**src/verilog/wdt_regs.svh**
```systemverilog
/*
  Register offsets, field positions, reset values and timing counts of the
  watchdog timeout unit.
  Assumes it is included by bare name from the watchdog top module.
*/
`ifndef WDT_REGS_SVH
`define WDT_REGS_SVH

// register addresses on the 16-bit bus
`define WDT_SVC_ADDR    16'hffff
`define WDT_CFG_ADDR    16'hff80
`define WDT_STAT_ADDR   16'hff81
`define WDT_MASK_ADDR   16'hff82
`define WDT_CAUSE_ADDR  16'hff83
`define WDT_CNT_ADDR    16'hff84

// config_register_one fields
`define WDT_CFG_RATE    0
`define WDT_CFG_DIS     1
`define WDT_CFG_STOPD   2
`define WDT_CFG_MASK    8'h07
`define WDT_CFG_RST     8'h00

// event status / mask fields
`define WDT_EV_SVC      0
`define WDT_EV_ILL      1
`define WDT_EV_MON      2
`define WDT_EV_MASK     8'h07
`define WDT_CAUSE_BIT   0

// timeout limits of the 18-bit chain: 2^13-2^4 and 2^18-2^4
`define WDT_SHORT_TOP   18'h01ff0
`define WDT_LONG_TOP    18'h3fff0

// service keeps prescaler bits 3..0, clears stages 12..5 (bits 11..4)
`define WDT_PRE_KEEP    12'h00f

// reset pulse of 32 oscillator cycles, last index 31
`define WDT_PULSE_LAST  5'd31
// power-on prescaler clear after 4096 oscillator cycles, last index 4095
`define WDT_POR_LAST    12'hfff

// rates used to derive the oscillator enable
`define WDT_CLK_HZ      100000000
`define WDT_OSC_HZ      47000

`endif

```
**src/verilog/wdt_pkg.sv**
```systemverilog
/*
  Types of the watchdog timeout unit: bus request carrier, run mode and
  the packed state record of the top module.
  Assumes the register header supplies all numeric constants.
*/
package wdt_pkg;

  // register bus request from the cpu side
  typedef struct packed {
    logic [15:0] addr;
    logic [7:0]  wdata;
    logic        we;
    logic        re;
  } wdt_bus_req_s;

  // run mode of the timeout engine
  typedef enum logic [0:0] {
    WDT_RUN,
    WDT_FIRE
  } wdt_mode_e;

  // complete state of the top module
  typedef struct packed {
    wdt_mode_e   mode;
    logic [15:0] div;
    logic [11:0] pre;
    logic [5:0]  cnt;
    logic [4:0]  pulse;
    logic [11:0] por_cnt;
    logic        por_done;
    logic        svc_pend;
    logic [7:0]  cfg;
    logic [7:0]  stat;
    logic [7:0]  mask;
    logic        cause;
    logic        mon_tst;
    logic        mon_blank;
    logic        irq_s1;
    logic        irq_s2;
    logic        rst_s1;
    logic        rst_s2;
    logic        ill_rst;
    logic        irq;
    logic        pin_lvl;
    logic        pin_oe;
    logic [7:0]  rdata;
  } wdt_state_s;

endpackage : wdt_pkg

```
**src/verilog/wdt_top.sv**
```systemverilog
/*
  Watchdog timeout unit: 12-bit prescaler and 6-bit counter on the
  oscillator enable, service location, configuration, monitor and break
  lockouts, reset pulse on the open-drain reset pin, event interrupt.
  Assumes a 100 MHz clk_i, same-clock cpu strobes and mode inputs, and
  test-voltage detectors that arrive asynchronously from pins.
*/
// Local design decision: the address-and-strobe port.
`include "wdt_regs.svh"

module wdt_top #(
  parameter int OSC_DIV = `WDT_CLK_HZ / `WDT_OSC_HZ
) (
  // clock and reset
  input  wire logic               clk_i,
  input  wire logic               rst_b_i,
  // register bus
  input  wire wdt_pkg::wdt_bus_req_s bus_i,
  output logic [7:0]              rdata_o,
  // reset vector low byte shared with the service location
  input  wire logic [7:0]         vec_lo_i,
  // system mode inputs, same clock
  input  wire logic               int_rst_i,
  input  wire logic               stop_mode_i,
  input  wire logic               stop_exec_i,
  input  wire logic               vec_fetch_i,
  input  wire logic               mon_entry_i,
  input  wire logic               blank_vec_i,
  input  wire logic               break_i,
  // test-voltage detectors from pins, asynchronous
  input  wire logic               irq_tst_i,
  input  wire logic               rst_tst_i,
  // reset outputs
  output logic                    wdt_rst_req_o,
  output logic                    rst_pin_o,
  output logic                    rst_pin_oe_o,
  output logic                    cause_o,
  output logic                    illegal_rst_o,
  // event interrupt
  output logic                    irq_o
);
  import wdt_pkg::*;

  wdt_state_s s_reg;
  wdt_state_s s_next;

  // timeout limit of the 18-bit chain for a given rate select
  function automatic logic [17:0] wdt_limit(input logic rate);
    wdt_limit = rate ? `WDT_SHORT_TOP : `WDT_LONG_TOP;
  endfunction : wdt_limit

  // address match for a register strobe
  function automatic logic wdt_hit(input logic        strobe,
                                   input logic [15:0] addr,
                                   input logic [15:0] target);
    wdt_hit = strobe & (addr == target);
  endfunction : wdt_hit

  logic        tick_raw;
  logic        tick_run;
  logic        active;
  logic        pre_clr;
  logic [17:0] chain;
  logic [17:0] chain_inc;
  logic [7:0]  ev;
  logic [7:0]  stat_w1c;
  logic        cause_set;
  logic        cause_w1c;
  logic        svc_wr;

  // next-state logic of the whole unit
  always_comb begin
    s_next    = s_reg;
    ev        = 8'h00;
    stat_w1c  = 8'h00;
    cause_set = 1'b0;
    cause_w1c = 1'b0;
    pre_clr   = 1'b0;

    // two-stage synchronisers for the pin detectors
    s_next.irq_s1 = irq_tst_i;
    s_next.irq_s2 = s_reg.irq_s1;
    s_next.rst_s1 = rst_tst_i;
    s_next.rst_s2 = s_reg.rst_s1;

    // oscillator enable derived from the system clock
    tick_raw = (s_reg.div == 16'h0000);
    if (tick_raw) begin
      s_next.div = 16'(OSC_DIV - 1);
    end else begin
      s_next.div = s_reg.div - 16'h0001;
    end
    // stop mode removes the oscillator from the chain; wait mode does not
    tick_run = tick_raw & ~stop_mode_i;

    // monitor lockouts
    if (mon_entry_i) begin
      if (s_reg.irq_s2) begin
        s_next.mon_tst = 1'b1;
        ev[`WDT_EV_MON] = 1'b1;
      end else if (blank_vec_i) begin
        s_next.mon_blank = 1'b1;
        ev[`WDT_EV_MON] = 1'b1;
      end
    end else if (s_reg.mon_tst && !s_reg.irq_s2 && !s_reg.rst_s2) begin
      s_next.mon_tst = 1'b0;
    end

    // overall enable from config, monitor and break
    active = ~s_reg.cfg[`WDT_CFG_DIS]
           & ~s_reg.mon_tst
           & ~s_reg.mon_blank
           & ~(break_i & s_reg.rst_s2);

    // stop instruction: illegal opcode reset when stop is disabled
    s_next.ill_rst = 1'b0;
    if (stop_exec_i) begin
      if (s_reg.cfg[`WDT_CFG_STOPD]) begin
        s_next.ill_rst = 1'b1;
        ev[`WDT_EV_ILL] = 1'b1;
      end else begin
        pre_clr = 1'b1;
      end
    end
    if (stop_mode_i) begin
      pre_clr = 1'b1;
    end
    if (vec_fetch_i) begin
      pre_clr = 1'b1;
    end

    // power-on prescaler clear after the start-up count
    if (!s_reg.por_done && tick_raw) begin
      if (s_reg.por_cnt == `WDT_POR_LAST) begin
        s_next.por_done = 1'b1;
        pre_clr = 1'b1;
      end else begin
        s_next.por_cnt = s_reg.por_cnt + 12'h001;
      end
    end

    // 18-bit chain: counter on top of prescaler
    chain     = {s_reg.cnt, s_reg.pre};
    chain_inc = chain + 18'h00001;

    // service write is held until the next oscillator tick
    svc_wr = wdt_hit(bus_i.we, bus_i.addr, `WDT_SVC_ADDR);

    unique case (s_reg.mode)
      WDT_RUN: begin
        if (tick_run) begin
          if (s_reg.svc_pend) begin
            s_next.cnt = 6'h00;
            s_next.pre = s_reg.pre & `WDT_PRE_KEEP;
            s_next.svc_pend = 1'b0;
            ev[`WDT_EV_SVC] = 1'b1;
          end else if (!active) begin
            s_next.cnt = 6'h00;
            s_next.pre = 12'h000;
          end else if (chain_inc == wdt_limit(s_reg.cfg[`WDT_CFG_RATE])) begin
            // timeout goes to the reset pin and the cause flag, never to irq_o
            s_next.mode    = WDT_FIRE;
            s_next.cnt     = 6'h00;
            s_next.pre     = 12'h000;
            s_next.pulse   = 5'd0;
            s_next.pin_oe  = 1'b1;
            s_next.pin_lvl = 1'b0;
            cause_set      = 1'b1;
          end else begin
            s_next.cnt = chain_inc[17:12];
            s_next.pre = chain_inc[11:0];
          end
        end
      end
      WDT_FIRE: begin
        // reset pin held low for the pulse length on the raw oscillator
        s_next.cnt = 6'h00;
        s_next.pre = 12'h000;
        s_next.svc_pend = 1'b0;
        if (tick_raw) begin
          if (s_reg.pulse == `WDT_PULSE_LAST) begin
            s_next.mode    = WDT_RUN;
            s_next.pin_oe  = 1'b0;
            s_next.pin_lvl = 1'b1;
          end else begin
            s_next.pulse = s_reg.pulse + 5'd1;
          end
        end
      end
    endcase

    // prescaler clears from stop, vector fetch and power-on
    if (pre_clr) begin
      s_next.pre = 12'h000;
    end

    // a new service write arms the pending clear
    if (svc_wr && s_reg.mode == WDT_RUN) begin
      s_next.svc_pend = 1'b1;
    end

    // internal reset clears chain and rate select
    if (int_rst_i) begin
      s_next.pre      = 12'h000;
      s_next.cnt      = 6'h00;
      s_next.svc_pend = 1'b0;
      s_next.cfg[`WDT_CFG_RATE] = 1'b0;
    end

    // register writes
    if (wdt_hit(bus_i.we, bus_i.addr, `WDT_CFG_ADDR) && !int_rst_i) begin
      s_next.cfg = bus_i.wdata & `WDT_CFG_MASK;
    end
    if (wdt_hit(bus_i.we, bus_i.addr, `WDT_STAT_ADDR)) begin
      stat_w1c = bus_i.wdata & `WDT_EV_MASK;
    end
    if (wdt_hit(bus_i.we, bus_i.addr, `WDT_MASK_ADDR)) begin
      s_next.mask = bus_i.wdata & `WDT_EV_MASK;
    end
    if (wdt_hit(bus_i.we, bus_i.addr, `WDT_CAUSE_ADDR)) begin
      cause_w1c = bus_i.wdata[`WDT_CAUSE_BIT];
    end

    // sticky flags: a set in the clearing cycle wins
    s_next.stat  = (s_reg.stat & ~stat_w1c) | ev;
    s_next.cause = (s_reg.cause & ~cause_w1c) | cause_set;
    s_next.irq   = |(s_next.stat & s_next.mask);

    // read data, valid in the cycle after the read strobe
    s_next.rdata = 8'h00;
    if (bus_i.re) begin
      unique case (bus_i.addr)
        `WDT_SVC_ADDR:   s_next.rdata = vec_lo_i;
        `WDT_CFG_ADDR:   s_next.rdata = s_reg.cfg;
        `WDT_STAT_ADDR:  s_next.rdata = s_reg.stat;
        `WDT_MASK_ADDR:  s_next.rdata = s_reg.mask;
        `WDT_CAUSE_ADDR: s_next.rdata = {7'h00, s_reg.cause};
        `WDT_CNT_ADDR:   s_next.rdata = {2'h0, s_reg.cnt};
        default:         s_next.rdata = 8'h00;
      endcase
    end
  end

  // single state register, async active-low reset acts as power-on
  always_ff @(posedge clk_i or negedge rst_b_i) begin
    if (!rst_b_i) begin
      s_reg           <= '0;
      s_reg.mode      <= WDT_RUN;
      s_reg.cfg       <= `WDT_CFG_RST;
      s_reg.pin_lvl   <= 1'b1;
    end else begin
      s_reg <= s_next;
    end
  end

  // outputs straight from the state register
  assign rdata_o       = s_reg.rdata;
  assign wdt_rst_req_o = s_reg.pin_oe;
  assign rst_pin_o     = s_reg.pin_lvl;
  assign rst_pin_oe_o  = s_reg.pin_oe;
  assign cause_o       = s_reg.cause;
  assign illegal_rst_o = s_reg.ill_rst;
  assign irq_o         = s_reg.irq;

endmodule : wdt_top

```
**config.mk**
```make
export PLATFORM = sky130hd
export DESIGN_NAME = wdt_top
export DESIGN_NICKNAME = d
export VERILOG_FILES = /design/src/verilog/wdt_pkg.sv /design/src/verilog/wdt_top.sv
export VERILOG_INCLUDE_DIRS = /design/src /design/src/verilog
export SDC_FILE = /design/constraint.sdc
export NUM_CORES = 1
export LEC_CHECK = 0
export ABC_AREA = 1
export BUFFER_PORTS_ARGS = -buffer_cell sky130_fd_sc_hd__buf_2
export CAP_MARGIN = 20
export CORE_AREA = 3 3 113 115
export CTS_BUF_LIST = sky130_fd_sc_hd__clkbuf_4 sky130_fd_sc_hd__clkbuf_8
export DETAILED_ROUTE_END_ITERATION = 12
export DIE_AREA = 0 0 116 118
export SETUP_SLACK_MARGIN = 0.15
export SYNTH_ARGS = -nofsm -noshare
export SYNTH_HDL_FRONTEND = slang
export SYNTH_SLANG_ARGS = --single-unit
```
**constraint.sdc**
```tcl
create_clock -name clk_i -period 2.7 [get_ports clk_i]
set_clock_uncertainty 0.05 [all_clocks]
set_input_delay 0.405 -clock clk_i [delete_from_list [all_inputs] [get_ports clk_i]]
set_output_delay 0.405 -clock clk_i [all_outputs]
set_load 0.01 [all_outputs]
```
# After elaboration in Yosys (flattened, before gate mapping)
# Index checks and enable logic that the tools add are counted.
[classes]
addsub = 4
n_eq_ne = 21
bitwise = 25
reduce_logical = 20
muxes = 57
[op_table]
columns = ["operator", "count"]
rows = [
  ["== test 16 bit (second input constant)", 6],
  ["2-to-1 mux 18 bit", 5],
  ["case mux 8 bit (6 select lines)", 1],
  ["case mux 23 bit (2 select lines)", 1],
  ["2-to-1 mux 1 bit", 30],
  ["2-to-1 mux 5 bit", 5],
  ["2-to-1 mux 23 bit", 1],
  ["adder 18 x 1 -> 18 bit (second input constant)", 1],
  ["== test 18 bit", 1],
  ["bitwise AND 8 bit", 2],
  ["logical NOT 16 bit", 1],
  ["2-to-1 mux 16 bit", 1],
  ["2-to-1 mux 8 bit", 2],
  ["subtractor 16 x 1 -> 16 bit (second input constant)", 1],
  ["adder 12 x 1 -> 12 bit (second input constant)", 1],
  ["== test 12 bit (second input constant)", 1],
  ["2-to-1 mux 12 bit", 1],
  ["2-to-1 mux 2 bit", 6],
  ["AND reduction 6 bit", 2],
  ["bitwise AND 1 bit", 11],
  ["inequality test 2 bit (second input constant)", 5],
  ["inverter 1 bit", 9],
  ["inequality test 4 bit (second input constant)", 2],
  ["inverter 8 bit", 1],
  ["other kinds (16)", 30],
]
[totals]
wordCells = 152
out_inout_bits = 14
in_bits = 45
regBits = 92

# Depth between registers and ports, before layout
# Gate-level depths: netlist of run 1.
[depth]
depth_word = 10
mapped_depth = 16
mapped_depth_nobuf = 16

# Worst setup path after synthesis of run 1
# No wires, ideal clock.
[synth_timing]
path_kind = "register to register"
startpoint = "reg s_reg[80] (netlist bit)"
endpoint = "reg s_reg[54] (netlist bit)"
path_slack_ps = 704
stages_incl_launch_ff = 13
synth_period_minus_slack_ps = 1996
t_arrival_ps = 1823
path_cell_list = "dfrtp_1 > inv_1 > ha_1 > nand3_1 > nor2_1 > nand3_2 > nor2_4 > nand3_4 > nor2_4 > nand3_2 > nor2_2 > nand3_1 > xnor2_1"
[synth_between]
elab_chain_len = 3
[synth_rtl]
columns = ["element", "line", "text"]
rows = [
  ["start, declared", "wdt_top.sv:44", "wdt_state_s s_reg;"],
  ["start signal, assigned", "wdt_top.sv:252", "s_reg <= s_next;"],
  ["logical NOT 16 bit", "wdt_top.sv:87", "tick_raw = (s_reg.div == 16'h0000);"],
  ["logical AND 1 bit", "wdt_top.sv:133", "if (!s_reg.por_done && tick_raw) begin"],
  ["AND reduction 2 bit (no line)", "--", ""],
]
# No other way between the ends.
# A chain may end at the register's enable or synchronous reset.

# Worst setup path in the final report of run 1
[layout_timing]
startpoint = "reg s_reg[80] (netlist bit)"
endpoint = "reg s_reg, in the netlist chain[13]"
[layout_between]
elab_chain_len = 3
[layout_rtl]
columns = ["element", "line", "text"]
rows = [
  ["logical NOT 16 bit", "wdt_top.sv:87", ""],
  ["bitwise AND 1 bit", "wdt_top.sv:94", "tick_run = tick_raw & ~stop_mode_i;"],
  ["inequality test 3 bit (no line)", "--", ""],
]
# No other way between the ends.

==> impl_results.md, run 1 <==
- CTS buffer count: 9
- Sink Count: 82
- Required time of the critical path: 2940 ps
- CP cell instances: inv_1, ha_1, nand3_2, nor2_1, nand3_2, nor2_4, inv_2, nor2_4, inv_2, nand2_1, inv_2, nand2_2, nand2_1, o22ai_1
- EDFF count, synth: 0
- Cell area after layout: 5320 um^2
- Commonest non-fill, non-tap cell in the layout: nand2_1
- Horiz. Die Dim: 116 um
- Peak supply drop: 0.000407 V
- Top sig layer: met4
- Number of DRC markers in iteration 0: 243
- Initial Utilization: 39.3%
- Routed len/inst: 12.7 um
- Filler-free cell count of the finished design: 811
- Setup crit end: chain[13]
- Syn nets: 652
- Placement Setup Slack: 381 ps
- Vias in the first global route: 3945
- Wl on met1: 4760 um
- Most frequent CP cell: inv_2
- Worst-Skew Late Latency: 380 ps
- Setup TNS: 0 ps
- FMAX: 0.441 GHz
- Vias/cell: 4.92
- Placed Instance Area: 5090 um^2
- R2R depth: 14
- Hold Crit Class: in -> reg
- CTS clk-pin slew, worst paths: 90 ps
- Core area: 11900 um^2
- CTS H-tree depth: 3
- Synth-to-Final Area Change: 13.7%
- Worst endpoint data arrival time: 2510 ps
- CP top delay family: simple AND/OR/NAND/NOR gates
- Sequential share of the synthesized area: 43.8%
- Status: finished, final reports clean
- Leading area contributor after synthesis: dfrtp_1
- Yosys top cell area share: 43.3%
- Yosys warning total: 0
- Actual slew at the worst max-slew pin: 587 ps
- Share of layout cells above drive strength 1: 18.5%
- CTS tree: done
- Tcrit/Tclk final: 84.0%
- Area of the mapped netlist: 4680 um^2
- Fin worst setup slack: 433 ps
- Synth async-reset ratio: 100%
- Final wirelength: 10300 um
- CTS Root Cell: clkbuf_8
- Final setup viols: 0
- Clk buf depth: 2
- HPWL after DPL: 7940 um
- Most frequent cells in the layout: 147 x nand2_1, 81 x dfrtp_1, 70 x inv_1
- Highest-delay cell along the critical path: dfrtp_1
- PD cells: 427 nW/um^2
- Met3 Wirelength: 356 um
- Syn avg cell area: 7.79 um^2
- Crit end category: register
- Max-slew violations: 0
- Full die area: 13700 um^2
- R2r setup slk: 430 ps
- Final ANT Viol Nets: 0
- Layout fillers: 1215
- Levels on crit path: 14
- Tmin final: 2270 ps
- Overall routing resource usage: 16.2%
- Cells after Synth: 601
- RePlAce Congestion: 0.853
- Die Ht: 118 um
- Pwr Total: 2.27 mW
- PortBufs: 53
- RSZ-0062 raised after global routing: false
- Dominant cells by area after synthesis: dfrtp_1 43%, nand2_1 12%, inv_1 5.6%, nor2_1 5.2%, nand3_1 4.9%
- Top FF cell, synth: dfrtp_1
- I/O Pins: 59
- # nets final: 710
- DRC violations left: 0
- N_diodes: 0
- Crit Path Class: reg -> reg
- Placed cell count: 793
- Met2 WL: 5070 um
- Worst path bufs/invs: 4
- Max-cap violations: 0
- CP Max Fanout: 9
- Number of flip-flops in the largest register: 49
- Drt pass-1 iters: 5
- Grt total ovfl: 0
- Crit Reg-Reg Startpoint: s_reg[80]
- Maximum number of pins on one net before global-route repair: 54
- Slew HR: 59.9%
- Post-synthesis cell type count: 44
- Critical Path Source: s_reg[80]
- Via count: 3987
- CP Launch Type: register
- #FFs+latches synth: 82
- CP peak stage delay: 390 ps
- First-pass GRT wire length: 18000 um
- Leakage: 2.53 nW
- FP Rows: 40
- Fin. Hold Viols: 0
- Initial antenna violation count: 0
- Critical R2R Capture: chain[13]
## power breakdown
group,internal [mW],leakage (nW),total [mW],switching (mW)
combinational,0.0306,1.34,0.0831,0.0525
sequential,1.23,1.08,1.23,0.00220
clock,0.465,0.109,0.958,0.492
total,1.73,2.53,2.27,0.547
## synthesized netlist by cell type (all sizes together), types with 2 or more instances
cell type  number
inv            79
a21oi          11
o31ai           3
buf            10
o22ai           8
dfrtp          81
nand3b          3
nor4            2
o21ai          33
xor2           12
ha              6
nand3          52
a31oi           2
nor3           14
nand4          21
nor2           83
xnor2          10
nand2         157
a21boi          2
## worst min path at each step
stage	start	to	slack (ps)	depth (start not counted)
after floorplan	rst_b_i	cause_o	60	0
after global placement	s_next[12]	s_reg[12]	280	0
after detailed placement	s_next[14]	s_reg[14]	290	0
after CTS	irq_tst_i	s_next[14]	50	1
after global routing	irq_tst_i	s_next[14]	40	1
final	rst_tst_i	s_next[12]	70	1
## per-layer routing
metal  global-route usage (%)  up-vias
met1                     20.8     1844
met2                     26.4       68
met3                     4.63       16
li1                         -     2059
met4                     4.50        0
met5                        0        -
## through the flow
step	util, %	hold WS, ps
6_report	44.7	74.2
5_1_grt	44.7	40.9
4_1_cts	44.6	50.0
3_5_place_dp	42.7	290
3_3_place_gp	42.7	284
2_1_floorplan	-	59.4
## repair_timing
action,4_1_cts,5_1_grt
endpoints found under the setup margin,0,5
gates resized for setup,0,1
hold buffers,1,0
buffers inserted,0,1
endpoints found under the hold margin,28,0
## cells by family (layout without fill, tap and decap cells)
group | after synthesis | count (layout) | share of synthesized area, %
flops | 82 | 82 | 43.8
compound gates | 65 | 65 | 7.91
buf+inv | 90 | 153 | 8.15
simple gates | 335 | 335 | 34.1
fa+ha+maj | 6 | 6 | 1.60
mux | 1 | 1 | 0.240
xor+xnor | 22 | 22 | 4.11
## final cells by class
type / count / area (um^2) / area share (%)
clock buffers: 10 / 138 / 2.59
inverters: 80 / 309 / 5.81
multi-input cells: 429 / 2250 / 42.3
flip-flops and latches: 82 / 2050 / 38.6
clock inverters: 6 / 72.6 / 1.36
well taps: 147 / 184 / 3.46
repair buffers: 57 / 313 / 5.88
No activity file was read; power rests on OpenSTA's default activity.
==> run 2, diff against run 1 <==
==> constraint.sdc (replaced) <==
create_clock -name clk_i -period 2.3 [get_ports clk_i]
set_clock_uncertainty 0.05 [all_clocks]
set_input_delay 0.345 -clock clk_i [delete_from_list [all_inputs] [get_ports clk_i]]
set_output_delay 0.345 -clock clk_i [all_outputs]
set_load 0.01 [all_outputs]
==> impl_results.md, run 2 (synthesized netlist as in run 1, its figures left out) <==
- CTS tree: done
- Cell area after layout: 5800 um^2 (+8.9%)
- Max-cap violations: 0 (unchanged)
- Placement Setup Slack: 69.1 ps (-312 ps)
- Routed len/inst: 13.2 um (+4.1%)
- CP Max Fanout: 5 (-4)
- HPWL after DPL: 8320 um (+4.8%)
- Fin worst setup slack: 138 ps (-295 ps)
- Grt total ovfl: 0 (unchanged)
- CTS clk-pin slew, worst paths: 80 ps (about the same)
- Number of flip-flops in the largest register: 49 (unchanged)
- Fin. Hold Viols: 0 (unchanged)
- Core area: 11900 um^2 (unchanged)
- Horiz. Die Dim: 116 um (unchanged)
- Commonest non-fill, non-tap cell in the layout: nand2_1
- Share of layout cells above drive strength 1: 28.5% (+10 points)
- PortBufs: 53 (unchanged)
- Maximum number of pins on one net before global-route repair: 36 (-33%)
- FMAX: 0.463 GHz (+4.9%)
- CP Launch Type: register
- FP Rows: 40 (unchanged)
- RePlAce Congestion: 0.884 (+3.6%)
- Full die area: 13700 um^2 (unchanged)
- Final ANT Viol Nets: 0 (unchanged)
- Crit Path Class: reg -> reg
- Peak supply drop: 0.000309 V (-24%)
- Actual slew at the worst max-slew pin: 571 ps (-16.3 ps)
- Required time of the critical path: 2500 ps (-440 ps)
- RSZ-0062 raised after global routing: true
- Max-slew violations: 0 (unchanged)
- Final wirelength: 11100 um (+7.9%)
- I/O Pins: 59 (unchanged)
- Slew HR: 61.9% (+2.0 points)
- N_diodes: 0 (unchanged)
- Initial Utilization: 39.3% (unchanged)
- Number of DRC markers in iteration 0: 137 (-44%)
- Final Util: 48.7% (+4.0 points)
- Crit end category: register
- Vias/cell: 5.02 (+2.0%)
- Sink Count: 82 (unchanged)
- Die Ht: 118 um (unchanged)
- PD cells: 433 nW/um^2 (+1.4%)
- Worst endpoint data arrival time: 2360 ps (-150 ps)
- Via count: 4219 (+5.8%)
- Most frequent cells in the layout: 133 x nand2_1, 76 x dfrtp_1, 67 x inv_1
- Leakage: 2.68 nW (+5.9%)
- First-pass GRT wire length: 18400 um (+2.7%)
- Tmin final: 2160 ps (-105 ps)
- Overall routing resource usage: 16.5% (+0.34 points)
- CTS H-tree depth: 3 (unchanged)
- Worst-Skew Late Latency: 360 ps (-20 ps)
- Drt pass-1 iters: 4 (-1)
- Clk buf depth: 2 (unchanged)
- Synth-to-Final Area Change: 23.8%
- Placed Instance Area: 5190 um^2 (+1.9%)
- Layout fillers: 1176 (-3.2%)
- CTS Root Cell: clkbuf_8
- Status: finished, final reports clean
- # nets final: 741 (+4.4%)
- Hold Crit Class: in -> reg
- DRC violations left: 0 (unchanged)
- Initial antenna violation count: 0 (unchanged)
- Final setup viols: 0 (unchanged)
- Vias in the first global route: 4201 (+6.5%)
- Tcrit/Tclk final: 94.0% (+10 points)
- CTS buffer count: 9 (unchanged)
==> run 2: final cells by class <==
class                   instances  area [um^2]  share of cell area (%)
multi-input cells             429         2490                    43.0
flip-flops and latches         82         2060                    35.5
repair buffers                 88          573                    9.89
inverters                      80          309                    5.33
well taps                     147          184                    3.17
clock buffers                  12          153                    2.63
clock inverters                 3         25.0                   0.432
==> run 2: path summary, 6_finish.rpt <==
kind | start | end | slack, ps | cells past startpoint
max | chain[1] | s_reg[57] | 140 | 14
min | rst_tst_i | s_next[12] | 40 | 1
max reg2reg | chain[1] | s_reg[57] | 140 | 14
min reg2reg | s_next[12] | s_reg[12] | 300 | 0
max in group asynchronous | rst_b_i | chain[4] | 1150 | 3
min in group asynchronous | rst_b_i | s_reg[19] | 420 | 2
==> run 2: timing repair <==
item                                   4_1_cts  5_1_grt
setup endpoints to repair                   27       32
resized for setup                           10       61
buffers inserted                             5       14
endpoints found under the hold margin       28        0
pin swaps                                    4       16
hold buffers                                 1        0
==> run 2: stage by stage <==
step,power [mW],TNS (ps),hold WS (ps),std cells
floorplan,1.50,0,-0.591,601
global placement,1.58,0,278,806
detailed placement,1.58,0,276,806
CTS,2.55,0,26.3,827
global route,2.62,-226,23.1,841
finish,2.51,0,41.6,841
==> run 2: power by group <==
| group | switching, mW | leakage [nW] | internal, mW |
|---|---|---|---|
| Clock | 0.518 | 0.0899 | 0.446 |
| Combinational | 0.0628 | 1.52 | 0.0375 |
| Sequential | 0.00247 | 1.07 | 1.45 |
| Total | 0.583 | 2.68 | 1.93 |
==> run 2: critical path, cell delays in order (launching register included) <==
cell	delay (ps)
dfrtp_2	450
ha_4	200
nand2_8	70
nor2_4	160
nand3b_1	100
nand2_1	100
nand2_1	60
nor2_1	80
nand2_1	90
nor2_4	140
nand4_1	130
nand2_2	160
nand3_4	120
nand2_2	80
nand2_1	50
==> run 2: layer usage <==
layer	wire length (um)	GRT usage, %	up-vias	share of wire, %
met5	0	0	-	0
met4	173	4.71	0	1.6
met3	472	4.16	15	4.2
met2	5660	27.9	71	51
met1	4820	20.6	2001	43
li1	-	-	2132	-
==> run 3, diff against run 2 <==
--- a/config.mk
+++ b/config.mk
@@ -6,13 +6,13 @@
 export SDC_FILE = /design/constraint.sdc
 export NUM_CORES = 1
 export LEC_CHECK = 0
-export ABC_AREA = 1
 export BUFFER_PORTS_ARGS = -buffer_cell sky130_fd_sc_hd__buf_2
 export CAP_MARGIN = 20
-export CORE_AREA = 3 3 113 115
+export CORE_AREA = 3 3 110 112
 export CTS_BUF_LIST = sky130_fd_sc_hd__clkbuf_4 sky130_fd_sc_hd__clkbuf_8
 export DETAILED_ROUTE_END_ITERATION = 12
-export DIE_AREA = 0 0 116 118
+export DIE_AREA = 0 0 113 115
+export RECOVER_POWER = 25
 export SETUP_SLACK_MARGIN = 0.15
 export SYNTH_ARGS = -nofsm -noshare
 export SYNTH_HDL_FRONTEND = slang
==> impl_results.md, run 3 <==
- DRC violations left: 0 (unchanged)
- Fin worst setup slack: -340 ps (-479 ps)
- CTS H-tree depth: 3 (unchanged)
- RSZ-0062 raised after global routing: true
- Worst endpoint data arrival time: 2850 ps (+490 ps)
- Multiplexer area fraction after synthesis: 3.65% (+3.4 points)
- CTS clk-pin slew, worst paths: 90 ps (about the same)
- I/O Pins: 59 (unchanged)
- Number of flip-flops in the largest register: 49 (unchanged)
- Vias/cell: 5.35 (+6.7%)
- Tmin final: 2640 ps (+479 ps)
- Yosys top cell area share: 45.2% (+1.9 points)
- HPWL after DPL: 8170 um (-1.7%)
- Most frequent cells in the layout: 79 x dfrtp_1, 78 x buf_4, 52 x buf_2
- Dominant cells by area after synthesis: dfrtp_1 45%, nand2_1 3.6%, xnor2_1 3.3%, nor2_1 2.6%, mux2_2 2.3%
- Commonest non-fill, non-tap cell in the layout: dfrtp_1
- Horiz. Die Dim: 113 um (-2.6%)
- PD cells: 405 nW/um^2 (-6.6%)
- Final wirelength: 11600 um (+4.5%)
- Required time of the critical path: 2510 ps (about the same)
- Synth-to-Final Area Change: 38.6%
- Area of the mapped netlist: 4490 um^2 (-4.1%)
- Sink Count: 82 (unchanged)
- Status: finished, violations left
- #FFs+latches synth: 82 (unchanged)
- Post-Synth Simple-Gate Area: 26.1% (-8.0 points)
- Post-Synth XOR/XNOR Area: 4.88% (+0.76 points)
- Final Util: 55.0% (+6.3 points)
- Tcrit/Tclk final: 115% (+21 points)
- PortBufs: 53 (unchanged)
- Final ANT Viol Nets: 0 (unchanged)
- Initial antenna violation count: 0 (unchanged)
- First-pass GRT wire length: 18900 um (+2.7%)
- CP cell instances: ha_4, nand3_4, buf_6, xnor2_2, nand3_1, or3_4, nor4b_4, a21oi_4, and2_4, a32o_1
- Cell area after layout: 6220 um^2 (+7.4%)
- Share of layout cells above drive strength 1: 44.3% (+16 points)
- Synth Area in Compound Gates: 13.1% (+5.2 points)
- Max-cap violations: 0 (unchanged)
- Top FF cell, synth: dfrtp_1
- EDFF count, synth: 0 (unchanged)
- Vias in the first global route: 3926 (-6.5%)
- CTS tree: done
- Hold depth: 1 (unchanged)
- Sequential share of the synthesized area: 45.7% (+1.9 points)
- Register area: 2060 um^2 (-0.18%)
- Placed Instance Area: 5530 um^2 (+6.5%)
- Failing checks: negative setup slack
- R2R depth: 10 (-4)
- Die Ht: 115 um (-2.5%)
- Initial Utilization: 39.7% (+0.34 points)
- Core area: 11300 um^2 (-5.0%)
- Leading area contributor after synthesis: dfrtp_1
- CTS Root Cell: clkbuf_8
- Cells after Synth: 447 (-26%)
- Peak supply drop: 0.000341 V (+10%)
- Hold Crit Class: in -> reg
- Syn nets: 498 (-24%)
- Crit Path Class: reg -> reg
- Post-synthesis cell type count: 68 (+55%)
- Crit end category: register
- Routed len/inst: 15.7 um (+19%)
- Actual slew at the worst max-slew pin: 1000 ps (+429 ps)
- Highest-delay cell along the critical path: dfrtp_1
- Number of DRC markers in iteration 0: 250 (+82%)
- Syn avg cell area: 10.0 um^2 (+29%)
- # nets final: 642 (-13%)
- Largest family of logic cells by synthesized area: simple AND/OR/NAND/NOR gates
- N_diodes: 0 (unchanged)
- Synth async-reset ratio: 100% (unchanged)
- Via count: 3955 (-6.3%)
- Multi-input logic area: 2520 um^2 (+1.3%)
- Yosys warning total: 0 (unchanged)
- Worst-Skew Late Latency: 360 ps (about the same)
- Layout fillers: 980 (-17%)
- Max-slew violations: 0 (unchanged)
- CP Launch Type: register
- Most instantiated library cell after synthesis: dfrtp_1
- RePlAce Congestion: 0.897 (+1.4%)
- Leakage: 2.86 nW (+7.0%)
- Drt pass-1 iters: 4 (unchanged)
- FMAX: 0.379 GHz (-18%)
- CP peak stage delay: 420 ps (-30 ps)
- Commonest cells post-synth: 81 x dfrtp_1, 43 x nand2_1, 31 x nor2_1
- Fin. Hold Viols: 0 (unchanged)
- Clk buf depth: 2 (unchanged)
- CTS buffer count: 9 (unchanged)
- FP Rows: 39 (-2.5%)
- Full die area: 13000 um^2 (-5.1%)
- Post-Synth Adder-Cell Area: 1.67% (+0.069 points)
- CP Max Fanout: 8 (+3)
- Grt total ovfl: 0 (unchanged)
- Overall routing resource usage: 18.2% (+1.7 points)
- Maximum number of pins on one net before global-route repair: 40 (+11%)
- Slew HR: 33.3% (-29 points)
- Final setup viols: 41 (+41)
-- run 3: cell types whose count changed in the layout (fill, tap and decap cells not counted), sizes merged, moves of 7 or more --
cell and delta:
a22oi +8, buf +72, inv -65, mux2 +8, nand2 -113, nand3 -31, nand4 -7, nor2 -52
nor2b +10, nor4 +15, o21ai -16, xnor2 +7
-- run 3: kinds of logic after synthesis --
logic type / after synthesis
and+or+nand+nor: 195
AOI/OAI and AO/OA: 83
DFF: 82
buffers and inverters: 42
xor gates and xnor gates: 25
muxes: 14
adders and majority gates: 6
-- run 3: report_power, final --
group          total [mW]  internal, mW  switching [mW]
clock               0.974         0.445           0.528
sequential           1.45          1.45         0.00329
combinational      0.0961        0.0383          0.0578
total                2.52          1.93           0.589
-- run 3: critical path, delay by kind of cell (launching register included) --
kind,cells,cell delay (ps)
and+or+nand+nor,5,1200
DFF,1,420
AOI/OAI and AO/OA,2,410
buffers and inverters,1,180
adders and majority gates,1,170
xor gates and xnor gates,1,120
-- run 3: timing repair --
action | CTS | global route
hold buffers | 1 | 0
cloned | 1 | 0
pin swaps | 16 | 29
hold endpoints to repair | 37 | 0
endpoints found under the setup margin | 44 | 49
setup buffers | 15 | 9
resized for setup | 43 | 34
-- run 3: path summary, 6_finish.rpt --
kind                       slack [ps]  startpoint          to
setup reg to reg                 -340    chain[0]   chain[15]
hold / removal                     40   rst_tst_i  s_next[12]
setup / recovery                 -340    chain[0]   chain[15]
max in group asynchronous         780     rst_b_i    chain[7]
min in group asynchronous         630     rst_b_i  rdata_o[6]
hold reg to reg                   300  s_next[14]   s_reg[14]
-- run 3: through the flow --
stage / std cells / hold slack (ps) / setup WS (ps) / power (mW) / setup TNS (ps)
floorplan: 447 / -0.591 / -332 / 1.50 / -3400
global placement: 697 / 289 / -304 / 1.57 / -6010
detailed placement: 697 / 286 / -382 / 1.58 / -7610
CTS: 730 / 13.9 / -320 / 2.57 / -6650
global route: 739 / 9.57 / -449 / 2.64 / -12890
finish: 739 / 37.5 / -340 / 2.52 / -8410
-- run 3: area by class of cell --
cell class | instances | share of cell area (%)
Tap cell | 143 | 2.87
Sequential cell | 82 | 33.0
Inverter | 14 | 0.844
Clock buffer | 13 | 2.47
Multi-Input combinational cell | 323 | 40.6
Clock inverter | 3 | 0.382
Timing Repair Buffer | 161 | 19.8
-- run 3: metal layers --
metal	routed length, um	part of all wire [%]	GRT usage [%]
met4	160	1.4	4.49
met5	0	0	0
met2	6090	52	31.6
met1	4820	41	22.4
met3	556	4.8	5.11
